<file path="src/verilog/flash_sec_pkg.sv">
// Constants, encodings and types for the flash page security checker.
// Assumes an 8 kB program store in 512-byte pages, top page reserved.
// Contract
// Unlocked ordinary pages open to every requester
// Locked pages: debug dropped, unlocked code resets
// Lock page read/write free until anything locks
// Lock byte read follows the lock page
// Unlocked lock page erase: debug only
// Locked lock page: only device erase clears
// Locking more pages is forbidden
// Unlocking single pages is forbidden
// Reserved area forbidden to everyone
// Debug device erase wipes all locks
// Firmware violation resets, error flag reads one
// Debug violations dropped, never reset
// Any lock also locks the lock page
// Written lock byte stays frozen
// Firmware lock write waits for next reset
// Interrupts held during flash busy
// Firmware masks interrupts around store_write_enable
// Firmware assigns reset source register directly
// Locked page count is complement of byte
// Lock byte is last user byte
// Reserved area is top 512 bytes
// Decide from target page and code page
// Count loaded at reset, flag survives reset
package flash_sec_pkg;

    localparam int          ADDR_W    = 13;
    localparam int          PAGE_LSB  = 9;      // 512-byte pages
    localparam int          PAGE_W    = 4;
    localparam logic [12:0] LOCK_ADDR = 13'h1DFF;
    localparam logic [3:0]  LOCK_PAGE = 4'hE;
    localparam logic [3:0]  RSV_PAGE  = 4'hF;   // 0x1E00 to 0x1FFF
    localparam logic [7:0]  LOCK_NONE = 8'hFF;
    localparam int          IRQ_N     = 8;
    localparam int          IRQ_ID_W  = 3;
    localparam int          SWE_BIT   = 0;      // store_write_enable position

    typedef enum logic [1:0] {
        OP_READ      = 2'b00,
        OP_WRITE     = 2'b01,
        OP_ERASE     = 2'b10,
        OP_DEV_ERASE = 2'b11
    } op_t;

    typedef enum logic [1:0] {
        V_NONE  = 2'b00,
        V_GRANT = 2'b01,
        V_DROP  = 2'b10,
        V_RESET = 2'b11
    } verdict_t;

    typedef enum logic [1:0] {
        S_LOAD = 2'b00,
        S_RUN  = 2'b01,
        S_HALT = 2'b10
    } state_t;

endpackage : flash_sec_pkg

</file>
<file path="src/verilog/page_class_if.sv">
// Carrier between the checker and its page classifiers.
// The user side drives the address and the enforced lock byte.
`timescale 1ns/1ps
interface page_class_if;
    import flash_sec_pkg::*;
    logic [ADDR_W-1:0] addr;
    logic [7:0]        lock_val;
    logic              locked;
    logic              lock_page;
    logic              reserved;

    modport classifier (input addr, input lock_val,
                        output locked, output lock_page, output reserved);
    modport user       (output addr, output lock_val,
                        input locked, input lock_page, input reserved);
endinterface : page_class_if

</file>
<file path="src/verilog/page_classifier.sv">
// Classifies one address against the enforced lock byte.
// Purely combinational; the caller registers the verdict.
`timescale 1ns/1ps
module page_classifier (
    page_class_if.classifier pc     // Address in, page class out
);
    import flash_sec_pkg::*;

    logic [PAGE_W-1:0] page;
    logic [7:0]        count;
    logic              any_lock;

    assign page     = pc.addr[ADDR_W-1:PAGE_LSB];
    assign count    = ~pc.lock_val;
    assign any_lock = (count != 8'h00);
    assign pc.lock_page = (page == LOCK_PAGE);
    assign pc.reserved  = (page == RSV_PAGE);
    // Lock page follows any other lock, not its own count
    assign pc.locked = (page == LOCK_PAGE) ? any_lock :
                       ({4'h0, page} < count);

endmodule : page_classifier

</file>
<file path="src/flat_wrapper.sv">
// flat-port wrapper written by rule: the top's interface ports become plain ports
module page_classifier_flat import flash_sec_pkg::*;
  (pc_addr, pc_lock_val, pc_locked, pc_lock_page, pc_reserved);
  page_class_if pc_i ();
  input wire logic [$bits(pc_i.addr)-1:0] pc_addr;
  input wire logic [$bits(pc_i.lock_val)-1:0] pc_lock_val;
  output wire logic [$bits(pc_i.locked)-1:0] pc_locked;
  output wire logic [$bits(pc_i.lock_page)-1:0] pc_lock_page;
  output wire logic [$bits(pc_i.reserved)-1:0] pc_reserved;
  assign pc_i.addr = pc_addr;
  assign pc_i.lock_val = pc_lock_val;
  assign pc_locked = pc_i.locked;
  assign pc_lock_page = pc_i.lock_page;
  assign pc_reserved = pc_i.reserved;
  page_classifier u_core (.pc(pc_i));
endmodule
</file>
<file path="config.mk">
export PLATFORM = sky130hd
export DESIGN_NAME = page_classifier_flat
export DESIGN_NICKNAME = d
export VERILOG_FILES = /design/src/verilog/flash_sec_pkg.sv /design/src/verilog/page_class_if.sv /design/src/verilog/page_classifier.sv /design/src/flat_wrapper.sv
export SDC_FILE = /design/constraint.sdc
export NUM_CORES = 1
export LEC_CHECK = 0
export BUFFER_PORTS_ARGS = -buffer_cell sky130_fd_sc_hd__buf_4
export CAP_MARGIN = 20
export CORE_AREA = 5 5 42 44
export DETAILED_ROUTE_END_ITERATION = 16
export DIE_AREA = 0 0 47 49
export GPL_ROUTABILITY_DRIVEN = 0
export PLACE_DENSITY = 0.35
export SLEW_MARGIN = 20
export SYNTH_ARGS = -nofsm -noshare
export SYNTH_HDL_FRONTEND = slang
export SYNTH_SLANG_ARGS = --single-unit
export TNS_END_PERCENT = 5
</file>
<file path="constraint.sdc">
create_clock -name vclk -period 2.05
set_clock_uncertainty 0.1 [all_clocks]
set_input_delay 0.205 -clock vclk [all_inputs]
set_output_delay 0.205 -clock vclk [all_outputs]
set_load 0.03 [all_outputs]
</file>
Word-level counts from Yosys, hierarchy flattened
Cells that the tools add are included.

Bits in registers: 0. Bits of input ports: 21. Logic and storage cells: 6.

Order comparisons: 1. Equal/unequal tests: 2. Muxes and demuxes: 1. Bitwise logic cells: 1. Reduce and logical (&&, ||, !) cells: 1.

Operators by type and width (count): 4-bit equality test (second input constant) (2); 4-bit by 8-bit less-than comparator with 1-bit output (1); 8-bit inverter (1); 8-bit nonzero test (1); 1-bit 2-to-1 mux (1).

Depth between registers and ports, before layout
Depth in word-level cells: 3. Mapped depth: 4. Mapped depth without buffers: 4.

Worst setup path after synthesis
OpenSTA, ideal clock, no wires.

Path type: input -> output. Start: in pc_lock_val[1]. End: out pc_locked. Arrival time: 1.169 ns. Data required time: 1.745 ns. Path slack: 0.576 ns. Cell stages on the path: 4. Cells stage by stage: ha_1 > o211ai_1 > o21ai_0 > o21ai_1.

Word-level cells in the longest chain between the ends: 3. Elaborated cells on any way between the ends: 4. Those cells by class: order compare (1); mux (1); bitwise (1); reduce/logical (1).

RTL lines: from (decl) (RTL line flat_wrapper.sv:6) `input wire logic [$bits(pc_i.lock_val)-1:0] pc_lock_val;`; 8-bit inverter (*) (RTL line page_classifier.sv:14) `assign count = ~pc.lock_val;`; 4-bit by 8-bit less-than comparator with 1-bit output or 8-bit nonzero test (tied branches) (RTL line page_classifier.sv:20, page_classifier.sv:15); 1-bit 2-to-1 mux (*) (RTL line page_classifier.sv:19) `assign pc.locked = (page == LOCK_PAGE) ? any_lock :`; to (decl) (RTL line flat_wrapper.sv:7) `output wire logic [$bits(pc_i.locked)-1:0] pc_locked;`.

Mark *: on every way between the ends. The rest lies on a longest branch, timed or not.

Final worst setup path
Start: in pc_lock_val[3]. End: out pc_locked.

The elaborated chain is that of the path after synthesis.

==> results.txt <==
The most used routing layer is met1. Timing analysis after detailed placement gives a worst setup slack of 0.557 ns. Registers take 0 um^2. The run gives 4 as the maximum number of pins on one net before global-route repair.

The logs give 0.0221 for the met3 usage and 174 for the via count. The first global-routing pass estimated 800 um of wire. The data arrival at the endpoint of the critical path is 1.17 ns, and the number of max-capacitance violations reported is 0.

In this run the standard cell core region covers 0.00140 mm^2. In this run the horizontal extent of the chip is 47 um. The overall die height came out at 49 um. Fraction of met1 tracks used by global routing: 0.0739.

The count of unresolved DRC violations after routing was 0. There are 0 flip-flops and latches. The post-CTS setup buffer count was 0.

From synthesis to final layout, the design area changed by 120%. Setup violations remaining at the end of the flow were counted as 0. By instance count, the leading cell after synthesis is sky130_fd_sc_hd__ha_1. The number of antenna violations at the first check in global routing was 0; the number of global-route vias before repair was 180. The critical path startpoint category is an input pin.

The run finished with clean final reports. The fraction of the cycle the final worst path needs was 0.718; the total count of hold-check failures in the final report was 0. The die covers 0.00230 mm^2. By area the synthesized netlist is led by sky130_fd_sc_hd__ha_1 34%, sky130_fd_sc_hd__and4b_4 13%, sky130_fd_sc_hd__nand4_1 11%. The number of hold buffers added after CTS was 0.

The worst setup path is of the in2out kind. The share of power burned in the clock network was 0. The final total negative setup slack was 0 ns.

Static timing analysis puts the maximum clock frequency at 679 MHz. The wire-length estimate of the detail-placed layout is 483 um. The clock period could shrink to 1.47 ns. The layout clock buffer count was 0. The combined area of all synthesized cells came out at 110 um^2. Post-synthesis average cell area: 8.47 um^2.

The number of antenna diodes in the final layout is 0. During placement, the flow inserted port buffers numbering 15. sky130_fd_sc_hd__ha_1 takes more of the synthesized area than any other cell. The total nets after synthesis was 37; the total power divided by cell area was 163 mW/mm^2.

STA puts the critical path data required time at 1.75 ns. Yosys mapped the design onto 10 distinct sky130hd cell types. For this run, the number of Yosys warnings is 0.

Row count: 14. The switching portion of total power is 0.408. The transition at the pin with the smallest max-transition slack was 0.141 ns; the total iterations of the first detailed-routing run was 1. The mean routed wirelength per cell is 11.3 um.

Post-CTS repair changed the size of 0 cells. Across the VDD grid, the largest voltage drop is 0.0399 mV. The fraction of final layout cells with drive strength greater than 1 works out to 0.643. Largest driver fanout on the critical path: 2. The global routing met2 resource utilization was 0.0475; the setup slack after layout was 0.577 ns. The tools report the number of nets in the final layout as 54. The filler cells instantiated in the layout total 178. The vias per cell came out at 3.95.

Proportion of power drawn by combinational gates: 1.000. Standby leakage power: 0.000111 uW. The worst setup path is captured at a primary output. The run gives 0 as the sequential share of power.

The logs give 0.0428 for the all-layer global routing usage and 13 for the cell count after synthesis. The total overflow left after global routing is 0. For the total wirelength of the detailed-routed design, the log shows 495 um. The internal portion of the total power is 23.4 uW. Counting instances in the post-synthesis netlist gives the leading cell types as 3 x sky130_fd_sc_hd__ha_1, 2 x sky130_fd_sc_hd__nand4_1. For the final count of pins violating max slew, the log shows 0. The relative slew slack came out at 0.905. Proportion of synthesized chip area in sequential cells: 0. The tightest min-delay check is of the in2out type. Setup repair after global routing left no endpoint under its margin. The power dissipated by switching net loads was 16.1 uW; the initial cell density of the core was 0.0786. The portion of synthesized cell area occupied by the leading cell type was 0.341. In this run, the number of DRC markers left after iteration 0 of detailed routing was 0. For this design the top-level I/O count stands at 24.

The count of nets left with antenna violations once routing finished came out at 0.
cells in the final DEF, fill, tap and decap left out:
master,instances
sky130_fd_sc_hd__and4b_4,1
sky130_fd_sc_hd__buf_4,15
sky130_fd_sc_hd__o21ai_0,1
sky130_fd_sc_hd__ha_1,3
sky130_fd_sc_hd__o21ai_1,1
sky130_fd_sc_hd__a21oi_1,1
sky130_fd_sc_hd__nor3_1,1
sky130_fd_sc_hd__and4_2,1
sky130_fd_sc_hd__nand4_1,2
sky130_fd_sc_hd__a21oi_2,1
sky130_fd_sc_hd__o211ai_1,1
metrics by stage:
| step | instances | utilization | instance area (um^2) | power, uW | hold WS, ns |
|---|---|---|---|---|---|
| floorplan | 13 | - | 110 | 14.2 | 0.517 |
| global route | 44 | 0.173 | 243 | 43.7 | 0.762 |
| finish | 44 | 0.173 | 243 | 39.5 | 0.750 |
| global placement | 44 | 0.173 | 243 | 39.3 | 0.745 |
| detailed placement | 44 | 0.173 | 243 | 40.2 | 0.752 |
| CTS | 44 | 0.173 | 243 | 40.3 | 0.752 |
cell type report:
cell class	instances	area [um^2]	area share
Timing Repair Buffer	15	113	0.464
Multi-Input combinational cell	13	110	0.454
Tap cell	16	20.0	0.0825
routing by layer:
metal,share of wire,vias up
met4,0,0
met3,0.20,0
met2,0.29,14
met5,0,-
li1,-,87
met1,0.51,73
logic make-up after synthesis:
family / after synthesis / synth area share
AOI/OAI and AO/OA: 5 / 0.284
and+or+nand+nor: 5 / 0.375
adders and majority gates: 3 / 0.341
worst max-delay path, cell delays in order:
cell and delay, ns:
sky130_fd_sc_hd__buf_4 0.11, sky130_fd_sc_hd__ha_1 0.30, sky130_fd_sc_hd__a21oi_1 0.15, sky130_fd_sc_hd__o21ai_0 0.10, sky130_fd_sc_hd__o21ai_1 0.12, sky130_fd_sc_hd__buf_4 0.17
power groups by stage:
| stage | clock network [uW] | registers (uW) | logic, uW |
|---|---|---|---|
| CTS | 0 | 0 | 40.3 |
| detailed placement | 0 | 0 | 40.2 |
| global route | 0 | 0 | 43.7 |
| finish | 0 | 0 | 39.5 |
| global placement | 0 | 0 | 39.3 |
| floorplan | 0 | 0 | 14.2 |
path summary, 6_finish.rpt:
check                           from   endpoint  slack (ns)  cells after the start
worst min-delay path  pc_lock_val[4]  pc_locked        0.75                      5
worst max-delay path  pc_lock_val[3]  pc_locked        0.58                      6
(Power assumes the default switching activity.)
